File: config.mk
export PLATFORM = sky130hd
export DESIGN_NAME = toim_monitor
export DESIGN_NICKNAME = d
export VERILOG_FILES = /design/src/toim_pkg.sv /design/src/toim_chan_filter.sv /design/src/toim_monitor.sv
export SDC_FILE = /design/constraint.sdc
export NUM_CORES = 1
export LEC_CHECK = 0
export ABC_AREA = 1
export BUFFER_PORTS_ARGS = -buffer_cell sky130_fd_sc_hd__buf_4
export CAP_MARGIN = 20
export CORE_MARGIN = 2
export CORE_UTILIZATION = 50
export CTS_CLUSTER_DIAMETER = 100
export DETAILED_ROUTE_END_ITERATION = 6
export GPL_ROUTABILITY_DRIVEN = 0
export MAX_ROUTING_LAYER = met4
export PLACE_DENSITY = 0.66
export SETUP_SLACK_MARGIN = 0.02
export SLEW_MARGIN = 20
export SYNTH_ARGS = -nofsm -noshare
export SYNTH_HDL_FRONTEND = slang
export SYNTH_SLANG_ARGS = --single-unit
export TNS_END_PERCENT = 1
File: constraint.sdc
create_clock -name CLK -period 3.25 [get_ports CLK]
set_input_delay 0.1625 -clock CLK [delete_from_list [all_inputs] [get_ports CLK]]
set_output_delay 0.1625 -clock CLK [all_outputs]
set_load 0.02 [all_outputs]
File: src/toim_pkg.sv
// Package: constants and types for the torque-off input monitor
package toim_pkg;
  // ----------------------------------------
  // Timing
  // ----------------------------------------
  localparam int unsigned CLK_FREQ_HZ = 250_000_000;
  localparam int unsigned DISC_TIME_MS = 100;
  localparam int unsigned PULSE_TOL_US = 3500;
  localparam int unsigned EVAL_PERIOD_MS = 10;
  localparam int unsigned PWM_CUT_US = 125;
  localparam int unsigned BRAKE_TIME_MS = 10;
  localparam int unsigned PWR_MASK_MS = 100;
  localparam int unsigned CYC_PER_US = CLK_FREQ_HZ / 1_000_000;
  localparam int unsigned CYC_PER_MS = CLK_FREQ_HZ / 1_000;
  localparam int unsigned DISC_CYC = DISC_TIME_MS * CYC_PER_MS;
  localparam int unsigned PULSE_TOL_CYC = PULSE_TOL_US * CYC_PER_US;
  localparam int unsigned EVAL_CYC = EVAL_PERIOD_MS * CYC_PER_MS;
  localparam int unsigned PWM_CUT_CYC = PWM_CUT_US * CYC_PER_US;
  localparam int unsigned BRAKE_CYC = BRAKE_TIME_MS * CYC_PER_MS;
  localparam int unsigned PWR_MASK_CYC = PWR_MASK_MS * CYC_PER_MS;
  localparam int unsigned CNT_W = 26;
  // ----------------------------------------
  // Diagnostic states
  // ----------------------------------------
  typedef enum logic [3:0] {
    ST_RUN = 4'h1,
    ST_DISC = 4'h2,
    ST_OFF = 4'h4,
    ST_FAULT = 4'h8
  } toim_state_type;
endpackage : toim_pkg

File: src/toim_chan_filter.sv
// Per-channel synchroniser and test-pulse filter
`timescale 1ns/100ps
module toim_chan_filter #(
  parameter int unsigned PULSE_CYC = toim_pkg::PULSE_TOL_CYC,
  parameter int unsigned CW = toim_pkg::CNT_W
) (
  // Clock and reset
  input wire logic clk,
  input wire logic rst_n,
  // Raw request level and filtered result
  input wire logic req_in,
  output logic req_flt
);
  import toim_pkg::*;

  logic sync1_q;
  logic sync2_q;
  logic [CW-1:0] low_cnt_q;

  // ----------------------------------------
  // Two-stage synchroniser
  // ----------------------------------------
  always_ff @(posedge clk) begin
    if (!rst_n) begin
      sync1_q <= 1'b1;
      sync2_q <= 1'b1;
    end else begin
      sync1_q <= req_in;
      sync2_q <= sync1_q;
    end
  end

  // ----------------------------------------
  // Low level accepted only after pulse tolerance
  // ----------------------------------------
  always_ff @(posedge clk) begin
    if (!rst_n) begin
      low_cnt_q <= '0;
      req_flt <= 1'b1;
    end else if (sync2_q) begin
      low_cnt_q <= '0;
      req_flt <= 1'b1;
    end else if (low_cnt_q < CW'(PULSE_CYC)) begin
      low_cnt_q <= low_cnt_q + 1'b1;
    end else begin
      req_flt <= 1'b0;
    end
  end
endmodule : toim_chan_filter

File: src/toim_monitor.sv
// Torque-off input monitor top level
`timescale 1ns/100ps
module toim_monitor
  import toim_pkg::*;
#(
  parameter int unsigned DISC_CYCLES = toim_pkg::DISC_CYC,
  parameter int unsigned PULSE_CYCLES = toim_pkg::PULSE_TOL_CYC,
  parameter int unsigned EVAL_CYCLES = toim_pkg::EVAL_CYC,
  parameter int unsigned PWM_CYCLES = toim_pkg::PWM_CUT_CYC,
  parameter int unsigned BRAKE_CYCLES = toim_pkg::BRAKE_CYC,
  parameter int unsigned MASK_CYCLES = toim_pkg::PWR_MASK_CYC
) (
  // Clock and reset
  input wire logic CLK,
  input wire logic RST_N,
  // Request inputs, high while running
  input wire logic STOP_REQUEST_CHAN_A,
  input wire logic STOP_REQUEST_CHAN_B,
  // Driver-supply channel states, high while supplied
  input wire logic DRV_SUPPLY_OK_A,
  input wire logic DRV_SUPPLY_OK_B,
  // Configuration and acknowledgement
  input wire logic BRAKE_CONFIGURED,
  input wire logic ERROR_ACK,
  // Feedback contact, lamp and power-up mask
  output logic FEEDBACK_CONTACT_CLOSED,
  output logic LAMP_GREEN,
  output logic LAMP_YELLOW,
  output logic POWERUP_MASK,
  // Drive side
  output logic PWM_ENABLE,
  output logic DRIVE_ENABLE,
  output logic BRAKE_RELEASE,
  // Diagnostics
  output logic DISC_ERROR,
  output logic SUPPLY_DISC_ERROR,
  output logic [3:0] DIAG_STATE
);
  import toim_pkg::*;

  logic flt_a;
  logic flt_b;
  logic [CNT_W-1:0] disc_cnt_q;
  logic [CNT_W-1:0] eval_cnt_q;
  logic [CNT_W-1:0] sdisc_cnt_q;
  logic [CNT_W-1:0] pwm_cnt_q;
  logic [CNT_W-1:0] brk_cnt_q;
  logic [CNT_W-1:0] mask_cnt_q;
  logic sto_q;
  logic disc_err_q;
  logic sdisc_err_q;
  logic sup_fail;
  logic eval_tick;
  logic sup_a_q;
  logic sup_b_q;
  toim_state_type state_q;
  toim_state_type state_d;

  // ----------------------------------------
  // Channel conditioning
  // ----------------------------------------
  toim_chan_filter #(.PULSE_CYC(PULSE_CYCLES), .CW(CNT_W)) u_flt_a (
    .clk(CLK),
    .rst_n(RST_N),
    .req_in(STOP_REQUEST_CHAN_A),
    .req_flt(flt_a)
  );
  toim_chan_filter #(.PULSE_CYC(PULSE_CYCLES), .CW(CNT_W)) u_flt_b (
    .clk(CLK),
    .rst_n(RST_N),
    .req_in(STOP_REQUEST_CHAN_B),
    .req_flt(flt_b)
  );

  // ----------------------------------------
  // Request discrepancy timing
  // ----------------------------------------
  always_ff @(posedge CLK) begin
    if (!RST_N) begin
      disc_cnt_q <= '0;
    end else if (flt_a == flt_b) begin
      disc_cnt_q <= '0;
    end else if (disc_cnt_q < CNT_W'(DISC_CYCLES)) begin
      disc_cnt_q <= disc_cnt_q + 1'b1;
    end
  end

  // ----------------------------------------
  // Torque-off state and request error
  // ----------------------------------------
  always_ff @(posedge CLK) begin
    if (!RST_N) begin
      sto_q <= 1'b0;
    end else begin
      sto_q <= !flt_a && !flt_b;
    end
  end

  always_ff @(posedge CLK) begin
    if (!RST_N) begin
      disc_err_q <= 1'b0;
    end else if (disc_cnt_q >= CNT_W'(DISC_CYCLES)) begin
      disc_err_q <= 1'b1;
    end else if (ERROR_ACK) begin
      disc_err_q <= 1'b0;
    end
  end

  // ----------------------------------------
  // Supply evaluation every 10 ms
  // ----------------------------------------
  always_ff @(posedge CLK) begin
    if (!RST_N) begin
      eval_cnt_q <= '0;
    end else if (eval_tick) begin
      eval_cnt_q <= '0;
    end else begin
      eval_cnt_q <= eval_cnt_q + 1'b1;
    end
  end
  assign eval_tick = (eval_cnt_q == CNT_W'(EVAL_CYCLES - 1));

  always_ff @(posedge CLK) begin
    if (!RST_N) begin
      sup_a_q <= 1'b1;
      sup_b_q <= 1'b1;
      sdisc_cnt_q <= '0;
    end else if (eval_tick) begin
      sup_a_q <= DRV_SUPPLY_OK_A;
      sup_b_q <= DRV_SUPPLY_OK_B;
      if (DRV_SUPPLY_OK_A == DRV_SUPPLY_OK_B) begin
        sdisc_cnt_q <= '0;
      end else if (sdisc_cnt_q <= CNT_W'(DISC_CYCLES)) begin
        sdisc_cnt_q <= sdisc_cnt_q + CNT_W'(EVAL_CYCLES);
      end
    end
  end

  always_ff @(posedge CLK) begin
    if (!RST_N) begin
      sdisc_err_q <= 1'b0;
    end else if (sdisc_cnt_q > CNT_W'(DISC_CYCLES)) begin
      sdisc_err_q <= 1'b1;
    end else if (ERROR_ACK) begin
      sdisc_err_q <= 1'b0;
    end
  end

  // ----------------------------------------
  // Diagnostic state machine on the 10 ms tick
  // ----------------------------------------
  always_comb begin
    state_d = state_q;
    case (state_q)
      ST_RUN: begin
        if (sdisc_err_q) state_d = ST_FAULT;
        else if (!sup_a_q && !sup_b_q) state_d = ST_OFF;
        else if (sup_a_q != sup_b_q) state_d = ST_DISC;
      end
      ST_DISC: begin
        if (sdisc_err_q) state_d = ST_FAULT;
        else if (!sup_a_q && !sup_b_q) state_d = ST_OFF;
        else if (sup_a_q && sup_b_q) state_d = ST_RUN;
      end
      ST_OFF: begin
        if (sup_a_q && sup_b_q) state_d = ST_RUN;
        else if (sup_a_q != sup_b_q) state_d = ST_DISC;
      end
      ST_FAULT: begin
        if (!sdisc_err_q) state_d = ST_RUN;
      end
      default: state_d = ST_RUN;
    endcase
  end

  always_ff @(posedge CLK) begin
    if (!RST_N) begin
      state_q <= ST_RUN;
    end else if (eval_tick) begin
      state_q <= state_d;
    end
  end

  // ----------------------------------------
  // PWM and brake timers after supply failure; no output uses them, all three are cut on the next clock
  // ----------------------------------------
  assign sup_fail = !DRV_SUPPLY_OK_A || !DRV_SUPPLY_OK_B;

  always_ff @(posedge CLK) begin
    if (!RST_N) begin
      pwm_cnt_q <= '0;
      brk_cnt_q <= '0;
    end else if (!sup_fail) begin
      pwm_cnt_q <= '0;
      brk_cnt_q <= '0;
    end else begin
      if (pwm_cnt_q < CNT_W'(PWM_CYCLES)) pwm_cnt_q <= pwm_cnt_q + 1'b1;
      if (brk_cnt_q < CNT_W'(BRAKE_CYCLES)) brk_cnt_q <= brk_cnt_q + 1'b1;
    end
  end

  always_ff @(posedge CLK) begin
    if (!RST_N) begin
      PWM_ENABLE <= 1'b0;
      DRIVE_ENABLE <= 1'b0;
      BRAKE_RELEASE <= 1'b0;
    end else begin
      PWM_ENABLE <= !sup_fail && !sto_q;
      DRIVE_ENABLE <= !sto_q && !sup_fail;
      BRAKE_RELEASE <= BRAKE_CONFIGURED && !sto_q && !sup_fail;
    end
  end

  // ----------------------------------------
  // Feedback contact, lamp and power-up mask
  // ----------------------------------------
  always_ff @(posedge CLK) begin
    if (!RST_N) begin
      mask_cnt_q <= '0;
    end else if (mask_cnt_q < CNT_W'(MASK_CYCLES)) begin
      mask_cnt_q <= mask_cnt_q + 1'b1;
    end
  end

  always_ff @(posedge CLK) begin
    if (!RST_N) begin
      FEEDBACK_CONTACT_CLOSED <= 1'b0;
      LAMP_GREEN <= 1'b0;
      LAMP_YELLOW <= 1'b0;
      POWERUP_MASK <= 1'b1;
      DISC_ERROR <= 1'b0;
      SUPPLY_DISC_ERROR <= 1'b0;
      DIAG_STATE <= ST_RUN;
    end else begin
      FEEDBACK_CONTACT_CLOSED <= sto_q;
      LAMP_GREEN <= !sto_q;
      LAMP_YELLOW <= sto_q;
      POWERUP_MASK <= (mask_cnt_q < CNT_W'(MASK_CYCLES));
      DISC_ERROR <= disc_err_q;
      SUPPLY_DISC_ERROR <= sdisc_err_q;
      DIAG_STATE <= state_q;
    end
  end
endmodule : toim_monitor

-- Word level (Yosys, flattened, before mapping)
Cells that the tools add are included.
- output and inout port bits: 13
- bits of input ports: 8
- flip-flop bits (word level): 182
- word-level logic and storage cells: 88
- order comparisons: 7
- add/subtract/negate cells: 6
- reduce and logical (&&, ||, !) cells: 24
- mux-type cells: 14
- equal/unequal tests: 10
- bitwise logic cells: 1
- operator list (operator ; count):
    $add A26 B1 Y26 const B ; 5
    $lt A26 B20 Y1 const B ; 2
    $lt A26 B25 Y1 const B ; 2
    $mux W26 ; 2
    $mux W4 ; 8
    $add A26 B22 Y26 const B ; 1
    $eq A26 B22 Y1 const B ; 1
    $ge A26 B25 Y1 const B ; 1
    $gt A26 B25 Y1 const B ; 1
    $le A26 B25 Y1 const B ; 1
    $pmux W4 S4 ; 1
    $logic_not A1 Y1 ; 8
    $reduce_or A2 Y1 ; 4
    $logic_and A1 B1 Y1 ; 6
    $reduce_bool A2 Y1 ; 3
    $eq A4 B1 Y1 const B ; 1
    $eq A4 B2 Y1 const B ; 1
    $eq A4 B3 Y1 const B ; 1
    $eq A4 B4 Y1 const B ; 1
    $ne A4 B4 Y1 const B ; 1
    $mux W1 ; 3
    $reduce_and A3 Y1 ; 1
    $eq A1 B1 Y1 ; 2
    $ne A2 B2 Y1 const B ; 1
    other kinds (4) ; 4

-- Logic depth before layout (Yosys ltp)
Gate-level depths: netlist of run 1.
- depth after elaboration: 5
- depth in mapped cells: 12
- gate-level depth less buffers: 12

-- Modules after synthesis
Synthesis of run 1 repeated with hierarchy kept, for this count alone.
- cell total of the unflattened synthesis: 1612
- area total of the unflattened synthesis: 10348.7 sq um
- by module, submodules not included (module ; sequential area each (sq um) ; cells each ; area each (sq um) ; instances):
    toim_monitor ; 2382.3 ; 1126 ; 7168.1 ; 1
    toim_chan_filter ; 580.6 ; 243 ; 1590.3 ; 2

-- Least setup slack after synthesis of run 1
OpenSTA, ideal clock, no wires.
- kind: reg-to-reg
- start point: reg mask_cnt_q[0]
- end point: reg mask_cnt_q[16]
- cell stages (with the launch flop): 9
- setup slack: 1.690 ns
- clock period less this slack: 1.560 ns
- required time: 3.177 ns
- arrival: 1.487 ns
- path buffers: 0
- library setup time: 0.073 ns
- cells stage by stage: dfxtp_1 -> ha_1 -> inv_1 -> nor2_1 -> nand2_1 -> nor2_1 -> xor2_1 -> nand2_1 -> a21oi_1
- cells in the longest elaborated chain, start to end: 1
- ends and longest elaborated chain (item ; RTL line ; source):
    from (decl) ; toim_monitor.sv:48 ; logic [CNT_W-1:0] mask_cnt_q;
    from (signal assigned) ; toim_monitor.sv:221 ; mask_cnt_q <= mask_cnt_q + 1'b1;
    $add A26 B1 Y26 / $lt A26 B25 Y1 (equally long branches) ; toim_monitor.sv:221, toim_monitor.sv:220 ;
Several ways; a longest one is shown, not always the timed one.
A chain may end at the register's enable or synchronous reset.

-- Final worst setup path of run 1
- start point: reg u_flt_a.low_cnt_q[17]
- end point: reg u_flt_a.low_cnt_q[14]
- cells in the longest elaborated chain, start to end: 1
- ends and longest elaborated chain (item ; RTL line ; source):
    from (decl) ; toim_chan_filter.sv:18 ; logic [CW-1:0] low_cnt_q;
    from (signal assigned) ; toim_chan_filter.sv:44 ; low_cnt_q <= low_cnt_q + 1'b1;
    $lt A26 B20 Y1 ; toim_chan_filter.sv:43 ; end else if (low_cnt_q < CW'(PULSE_CYC)) begin
No other way between the ends.

==> impl_metrics.yaml, run 1 <==
run_status:
  outcome: "finished, final reports clean"
worst_setup_path:
  required_ns: 3.60
  path_max_fanout: 22
  start_kind: "flop"
  path_class: "flop to flop"
  r2r_slack_ns: 1.09
  path_cells: "inv_1 -> nand4_1 -> o21bai_1 -> nand2_1 -> nand3_1 -> nand3_2 -> inv_1 -> nand2_1 -> a21oi_1"
  slowest_stage: "inv_1"
  cp_slowest_stage_delay_ns: 0.61
  endpoint_kind: "flop"
  arrival_ns: 2.51
  cp_top_family: "simple AND/OR/NAND/NOR gates"
  critPathBufInv: 2
placed_design:
  placed_area_um2: 10400
  io_buffers: 20
  dp_hpwl_mm: 16.3
route:
  wl_met2_mm: 10.5
  wire_per_inst_um: 12.7
  wl_met1_mm: 11.1
  wl_met3_um: 703
  routed_wl_mm: 22.8
  drc: 0
  ant_nets: 0
  drt_iter0_drc: 454
  dr.max_layer_used: "met4"
  vias: 9258
  first_pass_iters: 5
  routed_via_density: 5.14
finish:
  areaGrowthSynthToFinish_pct: 9.51
  stdcell_area_um2: 11100
  drive_gt1_share_pct: 9.41
  nets: 1536
  diodes: 0
floorplanning:
  fp.coreArea_um2: 20100
  rows: 52
  die_area_um2: 21500
  dieWidth_um: 146
  floorplan.initialDensity_pct: 50.5
  pin_count: 21
  die_y_um: 146
synthesis:
  synth.distinct_cells: 49
  syn_avg_cell_area_um2: 6.71
  synth_most_common_cell: "nand2_1"
  syn-instance-count: 1513
  syn_nets: 1532
  synth_top_cells_by_count: "nand2_1 (415), nor2_1 (179), dfxtp_1 (177)"
  ys_seq_elements: 177
  synthTopCellsByArea: "dfxtp_1 (35%), nand2_1 (15%), nor2_1 (6.6%)"
  synth_fa_ha_area_share_pct: 1.36
  synth_xor_area_share_pct: 6.64
  synth_compound_gate_area_share_pct: 9.16
  synth_top_family_by_area: "simple AND/OR/NAND/NOR gates"
  synth_edf_count: 0
  ys_seq_area_share_pct: 34.9
  yosys-mux-area-fraction_pct: 0
  synthArstFlopShare_pct: 0
  synth_area_um2: 10200
  ys.flop_type: "dfxtp_1"
  yosysTopAreaCellShare_pct: 34.9
  yosysTopAreaCell: "dfxtp_1"
  yosys.area_share.simple_pct: 38.9
  yosys_warnings: 0
grt:
  grt_first_pass_wirelength_mm: 39.2
  grt_max_degree: 30
  grt_antenna_before_repair: 0
  grt_overflow: 0
  grt_pass1_vias: 8469
  grt_usage_pct: 22.4
timing:
  setup_viol: 0
  clock.fmax_ghz: 0.462
  tightestPinTransition_ns: 0.734
  min_period_over_period_pct: 66.6
  hold_violations: 0
  period_minus_slack_ns: 2.16
  skew_ns: 0.0105
  rsz0062_at_grt: "false"
  max_slew_margin_pct: 51.0
  drv_slew: 0
  tns_ns: 0
cts:
  cts_sinks: 177
  postCtsSetupBuffers: 0
  cts_tree: "done"
  cts-resized-gates: 0
  clockBufferDepth: 2
  clock-root-buffer: "clkbuf_16"
  numCtsBuffers: 17
  cts_hold_buf: 6
  clk_pin_slew_ns: 0.07
  ctsHtreeMaxLevel: 4
  clk_latency_ns: 0.44
pwr:
  pwr_density_cell_nw_per_um2: 419
  irDropWorstVdd_mv: 0.308
  p_leak_nw: 4.05
worst_hold_path:
  holdCritPathClass: "primary input to flop"
job:
  drv_cap: 0
==> worst register-to-register path, cell delays in order, from the launching register on <==
cell and delay, ns:
dfxtp_1 0.39, inv_1 0.08, nand4_1 0.12, o21bai_1 0.12
nand2_1 0.06, nand3_1 0.08, nand3_2 0.34, inv_1 0.62
nand2_1 0.13, a21oi_1 0.16
==> state kept, by name, indices dropped and copies added, names as in the netlist, 4 cells and up <==
register	cells
state_q	4
eval_cnt_q	26
u_flt_b.low_cnt_q	26
sdisc_cnt_q	21
DIAG_STATE	4
disc_cnt_q	26
u_flt_a.low_cnt_q	26
mask_cnt_q	26
==> power by group <==
group / internal, mW / switching [mW]
sequential: 2.18 / 0.00850
combinational: 0.0294 / 0.0596
clock: 1.48 / 0.904
==> cell type report <==
cell class	instances	area, um2
Multi-Input combinational cell	1127	5690
Tap cell	270	338
Sequential cell	177	3540
Timing Repair Buffer	29	233
Fill cell	1978	8990
Clock inverter	14	250
Clock buffer	18	439
Inverter	165	621
==> placed cells by master (no fill, tap or decap), drive strengths merged <==
cell type      n
a21oi        125
a31oi          1
nand2        434
ha            11
dfxtp        177
nor4           5
o32ai          1
nand3b         4
o21bai         2
clkbuf        18
xor2          49
o211ai         5
inv          165
o31ai          1
xnor2         28
nor3b         11
and3           2
nand4         58
a21boi         1
nand3        103
o21ai         22
bufinv         6
buf           23
o22ai          3
o2111ai        1
clkinv         8
dlygate4sd3    6
or2           10
nor2         191
and2           1
nor3          58
==> cell families (layout without fill, tap and decap cells) <==
group | after synthesis | count (layout)
and+or+nand+nor | 877 | 877
buffers and inverters | 209 | 226
adders and majority gates | 11 | 11
AOI/OAI and AO/OA | 162 | 162
xor gates and xnor gates | 77 | 77
DFF | 177 | 177
==> worst paths after layout <==
kind                            to                   from  cells after the start
min                  DIAG_STATE[0]                  RST_N                      2
min reg2reg        u_flt_b.sync2_q        u_flt_b.sync1_q                      1
max          u_flt_a.low_cnt_q[14]  u_flt_a.low_cnt_q[17]                      9
max reg2reg  u_flt_a.low_cnt_q[14]  u_flt_a.low_cnt_q[17]                      9
==> metal layers <==
| metal | track usage [%] | up-vias |
|---|---|---|
| li1 | - | 4892 |
| met1 | 28.5 | 4185 |
| met2 | 36.3 | 150 |
| met3 | 3.62 | 31 |
| met4 | 7.38 | 0 |
| met5 | - | - |
==> metrics by stage <==
step	hold WS (ns)	instances	worst slack, ns	total power, mW	utilization, %
finish	0.0788	1800	1.09	4.66	55.3
global route	0.0832	1800	0.759	4.80	55.3
CTS	0.0648	1800	1.07	4.72	55.3
detailed placement	0.362	1762	1.09	2.32	51.6
global placement	0.363	1762	1.19	2.32	51.6
floorplan	0.269	1513	1.69	2.29	-
(Power assumes the default switching activity.)
==> run 2, diff against run 1 <==
==> constraint.sdc (replaced) <==
create_clock -name CLK -period 2.17 [get_ports CLK]
set_input_delay 0.1085 -clock CLK [delete_from_list [all_inputs] [get_ports CLK]]
set_output_delay 0.1085 -clock CLK [all_outputs]
set_load 0.02 [all_outputs]
==> impl_metrics.yaml, run 2 (synthesis results as in run 1) <==
run_status:
  outcome: "finished, final reports clean"
grt:
  grt_overflow: 0
  grt_pass1_vias: 8760
  grt_max_degree: 48
  grt_usage_pct: 22.8
  grt_antenna_before_repair: 0
  grt_first_pass_wirelength_mm: 40.0
worst_setup_path:
  path_class: "flop to flop"
  slowest_stage: "dfxtp_1"
  arrival_ns: 2.21
  required_ns: 2.53
  endpoint_kind: "flop"
  timing.rr.start: "sdisc_cnt_q[14]"
  reg2reg_to: "sdisc_cnt_q[7]"
  cp_slowest_stage_delay_ns: 0.51
  r2r_slack_ns: 0.32
  reg2reg_depth: 10
  start_kind: "flop"
  path_max_fanout: 14
  path_cells: "inv_1 -> nor2_1 -> nand2_1 -> nor3_1 -> nand3_1 -> nand3_4 -> nand2_2 -> inv_1 -> nand3_1 -> o21ai_1"
cts:
  numCtsBuffers: 17
  cts_sinks: 177
  clockBufferDepth: 2
  clk_latency_ns: 0.43
  clock-root-buffer: "clkbuf_16"
  postCtsSetupBuffers: 0
  clk_pin_slew_ns: 0.07
  ctsHtreeMaxLevel: 4
  cts_tree: "done"
floorplanning:
  rows: 52
  pin_count: 21
  dieWidth_um: 146
  die_y_um: 146
  fp.coreArea_um2: 20100
  die_area_um2: 21500
  floorplan.initialDensity_pct: 50.5
route:
  routed_via_density: 5.24
  wire_per_inst_um: 12.9
  routed_wl_mm: 23.4
  drc: 0
  first_pass_iters: 5
  vias: 9503
  ant_nets: 0
  drt_iter0_drc: 622
placed_design:
  placed_area_um2: 10500
  dp_hpwl_mm: 17.0
  io_buffers: 20
  dp_slack_ns: 0.291
pwr:
  p_total_mw: 6.62
  pwr_density_cell_nw_per_um2: 592
  p_leak_nw: 4.09
  seqPwrFrac_pct: 49.5
  intPower_mw: 5.20
  clkPwrFrac_pct: 48.2
  net-switching-power_mw: 1.42
  combPwrFrac_pct: 2.2
  irDropWorstVdd_mv: 0.555
  swShare_pct: 21.5
timing:
  tns_ns: 0
  hold_violations: 0
  rsz0062_at_grt: "false"
  clock.fmax_ghz: 0.540
  period_minus_slack_ns: 1.85
  tightestPinTransition_ns: 0.740
  setup_viol: 0
  skew_ns: 0.0112
  setup_slack_ns: 0.317
  whs_ns: 0.00650
  drv_slew: 0
  min_period_over_period_pct: 85.4
  max_slew_margin_pct: 50.6
job:
  drv_cap: 0
finish:
  stdcell_area_um2: 11200
  areaGrowthSynthToFinish_pct: 10.0
  fillers: 1958
  final_common_cell: "nand2_1"
  drive_gt1_share_pct: 10.1
  nets: 1549
  diodes: 0
  layout_common_cells: "nand2_1 (415), nor2_1 (179), dfxtp_1 (177)"
worst_hold_path:
  min_to: "disc_err_q"
  hold_depth: 3
  holdCritPathClass: "primary input to flop"
  hp-start: "RST_N"
## run 2: worst max path at each step
stage	slack (ns)	cells past startpoint	to	start
floorplan	0.61	8	mask_cnt_q[16]	mask_cnt_q[0]
global placement	0.31	10	sdisc_cnt_q[15]	sdisc_cnt_q[14]
detailed placement	0.29	11	sdisc_cnt_q[7]	sdisc_cnt_q[14]
CTS	0.26	10	sdisc_cnt_q[7]	sdisc_cnt_q[14]
global route	0.09	10	sdisc_cnt_q[12]	eval_cnt_q[0]
finish	0.32	10	sdisc_cnt_q[7]	sdisc_cnt_q[14]
## run 2: power by group through the flow
stage          clock network [mW]  registers [mW]  logic (mW)
2_1_floorplan                   0            3.35      0.0827
3_3_place_gp                    0            3.35       0.137
3_5_place_dp                    0            3.35       0.139
4_1_cts                      3.25            3.28       0.148
5_1_grt                      3.39            3.28       0.162
6_report                     3.19            3.28       0.146
## run 2: what timing repair did
action / in CTS / in global routing
endpoints found under the setup margin: 0 / 2
hold buffers: 6 / 0
resized for setup: 0 / 1
endpoints found under the hold margin: 7 / 0
## run 2: worst max-delay path, delay by kind of cell, from the launching register on
| kind | cells | cell delay [ns] |
|---|---|---|
| simple gates | 7 | 0.96 |
| flops | 1 | 0.51 |
| buf+inv | 2 | 0.22 |
| compound gates | 1 | 0.09 |
## run 2: routing by layer
metal	global-route usage (%)	share of wire [%]
met5	-	0
met4	7.04	1.9
met3	3.44	4.4
met2	38.3	47
met1	28.2	46
## run 2: final cells by class
type	count	area, um2	area share [%]
multi-input combinational	1127	5700	51.0
sequential	177	3540	31.7
inverter	165	621	5.55
clock buffer	20	457	4.09
timing repair buffer	42	355	3.18
tap	270	338	3.02
clock inverter	12	156	1.40
## run 2: stage by stage
step           util (%)  cells
6_report           55.6   1813
5_1_grt            55.6   1813
4_1_cts            55.5   1813
3_5_place_dp       52.2   1775
3_3_place_gp       52.2   1775
2_1_floorplan         -   1513
==> run 3, diff against run 2 <==
--- a/config.mk
+++ b/config.mk
@@ -8,13 +8,14 @@
 export ABC_AREA = 1
 export BUFFER_PORTS_ARGS = -buffer_cell sky130_fd_sc_hd__buf_4
 export CAP_MARGIN = 20
+export CELL_PAD_IN_SITES_DETAIL_PLACEMENT = 1
+export CELL_PAD_IN_SITES_GLOBAL_PLACEMENT = 1
 export CORE_MARGIN = 2
-export CORE_UTILIZATION = 50
+export CORE_UTILIZATION = 40
 export CTS_CLUSTER_DIAMETER = 100
 export DETAILED_ROUTE_END_ITERATION = 6
-export GPL_ROUTABILITY_DRIVEN = 0
 export MAX_ROUTING_LAYER = met4
-export PLACE_DENSITY = 0.66
+export PLACE_DENSITY_LB_ADDON = 0.1
 export SETUP_SLACK_MARGIN = 0.02
 export SLEW_MARGIN = 20
 export SYNTH_ARGS = -nofsm -noshare
==> impl_metrics.yaml, run 3 (synthesis results as in run 1) <==
run_status:
  outcome: "finished, final reports clean"
grt:
  grt_overflow: 0
  grt_first_pass_wirelength_mm: 46.5
  grt_antenna_before_repair: 0
  grt_usage_pct: 21.8
  grt_pass1_vias: 9599
  grt_max_degree: 54
placed_design:
  io_buffers: 20
  placed_area_um2: 10600
  dp_cells: 1844
  dp_hpwl_mm: 20.5
  gp_congestion: 0.853
  dp_slack_ns: 0.131
worst_setup_path:
  path_class: "flop to flop"
  timing.rr.start: "sdisc_cnt_q[16]"
  endpoint_kind: "flop"
  path_cells: "inv_2 -> nor2_2 -> nand2_1 -> nor3_1 -> nand3_1 -> nand2_1 -> nand4_1 -> a21oi_1"
  crit_top_cell: "nand2_1"
  reg2reg_to: "sdisc_cnt_q[6]"
  r2r_slack_ns: 0.31
  path_max_fanout: 8
  arrival_ns: 2.23
  reg2reg_depth: 8
  start_kind: "flop"
  required_ns: 2.54
  cp_slowest_stage_delay_ns: 0.48
  slowest_stage: "dfxtp_1"
route:
  wire_per_inst_um: 14.4
  vias: 9558
  drc: 0
  routed_via_density: 5.07
  ant_nets: 0
  routed_wl_mm: 27.1
  first_pass_iters: 4
  drt_iter0_drc: 499
timing:
  tns_ns: 0
  min_period_over_period_pct: 85.6
  rsz0062_at_grt: "false"
  skew_ns: 0.0172
  setup_viol: 0
  drv_slew: 0
  whs_ns: 0.411
  tightestPinTransition_ns: 0.622
  hold_violations: 0
  clock.fmax_ghz: 0.538
  period_minus_slack_ns: 1.86
  max_slew_margin_pct: 58.5
  setup_slack_ns: 0.312
cts:
  clockBufferDepth: 2
  clk_pin_slew_ns: 0.08
  numCtsBuffers: 17
  cts_tree: "done"
  cts_sinks: 177
  clk_latency_ns: 0.44
  ctsHtreeMaxLevel: 4
  clock-root-buffer: "clkbuf_16"
  cts-resized-gates: 0
floorplanning:
  die_area_um2: 26700
  die_y_um: 163
  floorplan.initialDensity_pct: 40.5
  dieWidth_um: 163
  rows: 58
  fp.coreArea_um2: 25000
  pin_count: 21
worst_hold_path:
  hp-start: "STOP_REQUEST_CHAN_B"
  hold_depth: 3
  holdCritPathClass: "primary input to flop"
  min_to: "u_flt_b.sync1_q"
pwr:
  net-switching-power_mw: 1.57
  p_leak_nw: 4.16
  p_total_mw: 6.69
  irDropWorstVdd_mv: 0.459
  clkPwrFrac_pct: 48.8
  pwr_density_cell_nw_per_um2: 590
  combPwrFrac_pct: 2.2
  seqPwrFrac_pct: 48.9
  swShare_pct: 23.4
  intPower_mw: 5.13
finish:
  regArea_um2: 3540
  diodes: 0
  stdcell_area_um2: 11300
  fillers: 3289
  layoutNonFillerInstCount: 1886
  finish.utilization_pct: 45.3
  multi_input_area_um2: 5690
  final_common_cell: "nand2_1"
  nets: 1562
  layout_common_cells: "nand2_1 (415), nor2_1 (179), dfxtp_1 (177)"
  drive_gt1_share_pct: 10.9
  areaGrowthSynthToFinish_pct: 11.7
job:
  drv_cap: 0
## run 3: repair_timing
item	CTS	global route
hold buffers	7	0
endpoints found under the hold margin	8	0
endpoints found under the setup margin	0	10
buffers inserted	0	3
## run 3: final cells by class
| type | instances | area share, % |
|---|---|---|
| Clock buffer | 19 | 3.99 |
| Clock inverter | 13 | 1.44 |
| Inverter | 165 | 5.47 |
| Multi-Input combinational cell | 1127 | 50.2 |
| Sequential cell | 177 | 31.2 |
| Tap cell | 330 | 3.64 |
| Timing Repair Buffer | 55 | 4.01 |
## run 3: routing by layer
layer | vias to the layer above | routed length [um] | GRT usage (%)
li1 | 4935 | - | -
met1 | 4511 | 12900 | 26.9
met2 | 93 | 13400 | 37.7
met3 | 19 | 517 | 3.07
met4 | 0 | 215 | 4.79
met5 | - | 0 | -
## run 3: how the worst max path moves through the flow
stage / endpoint / from / cells past startpoint / slack, ns
after global routing: sdisc_cnt_q[16] / sdisc_cnt_q[11] / 10 / 0.03
after CTS: sdisc_cnt_q[6] / eval_cnt_q[0] / 10 / 0.12
after global placement: sdisc_cnt_q[5] / eval_cnt_q[0] / 10 / 0.22
after detailed placement: sdisc_cnt_q[6] / eval_cnt_q[0] / 10 / 0.13
after floorplan: mask_cnt_q[16] / mask_cnt_q[0] / 8 / 0.61
final: sdisc_cnt_q[6] / sdisc_cnt_q[16] / 8 / 0.31
## run 3: power by group through the flow
stage / logic [mW] / clock network (mW) / registers (mW)
2_1_floorplan: 0.0827 / 0 / 3.35
3_3_place_gp: 0.140 / 0 / 3.35
3_5_place_dp: 0.142 / 0 / 3.35
4_1_cts: 0.152 / 3.36 / 3.27
5_1_grt: 0.166 / 3.48 / 3.28
6_report: 0.150 / 3.27 / 3.28
## run 3: critical path, delay by kind of cell (launching register included)
kind | cells | cell delay (ns)
compound gates | 1 | 0.19
buf+inv | 1 | 0.09
flops | 1 | 0.48
simple gates | 6 | 1.02
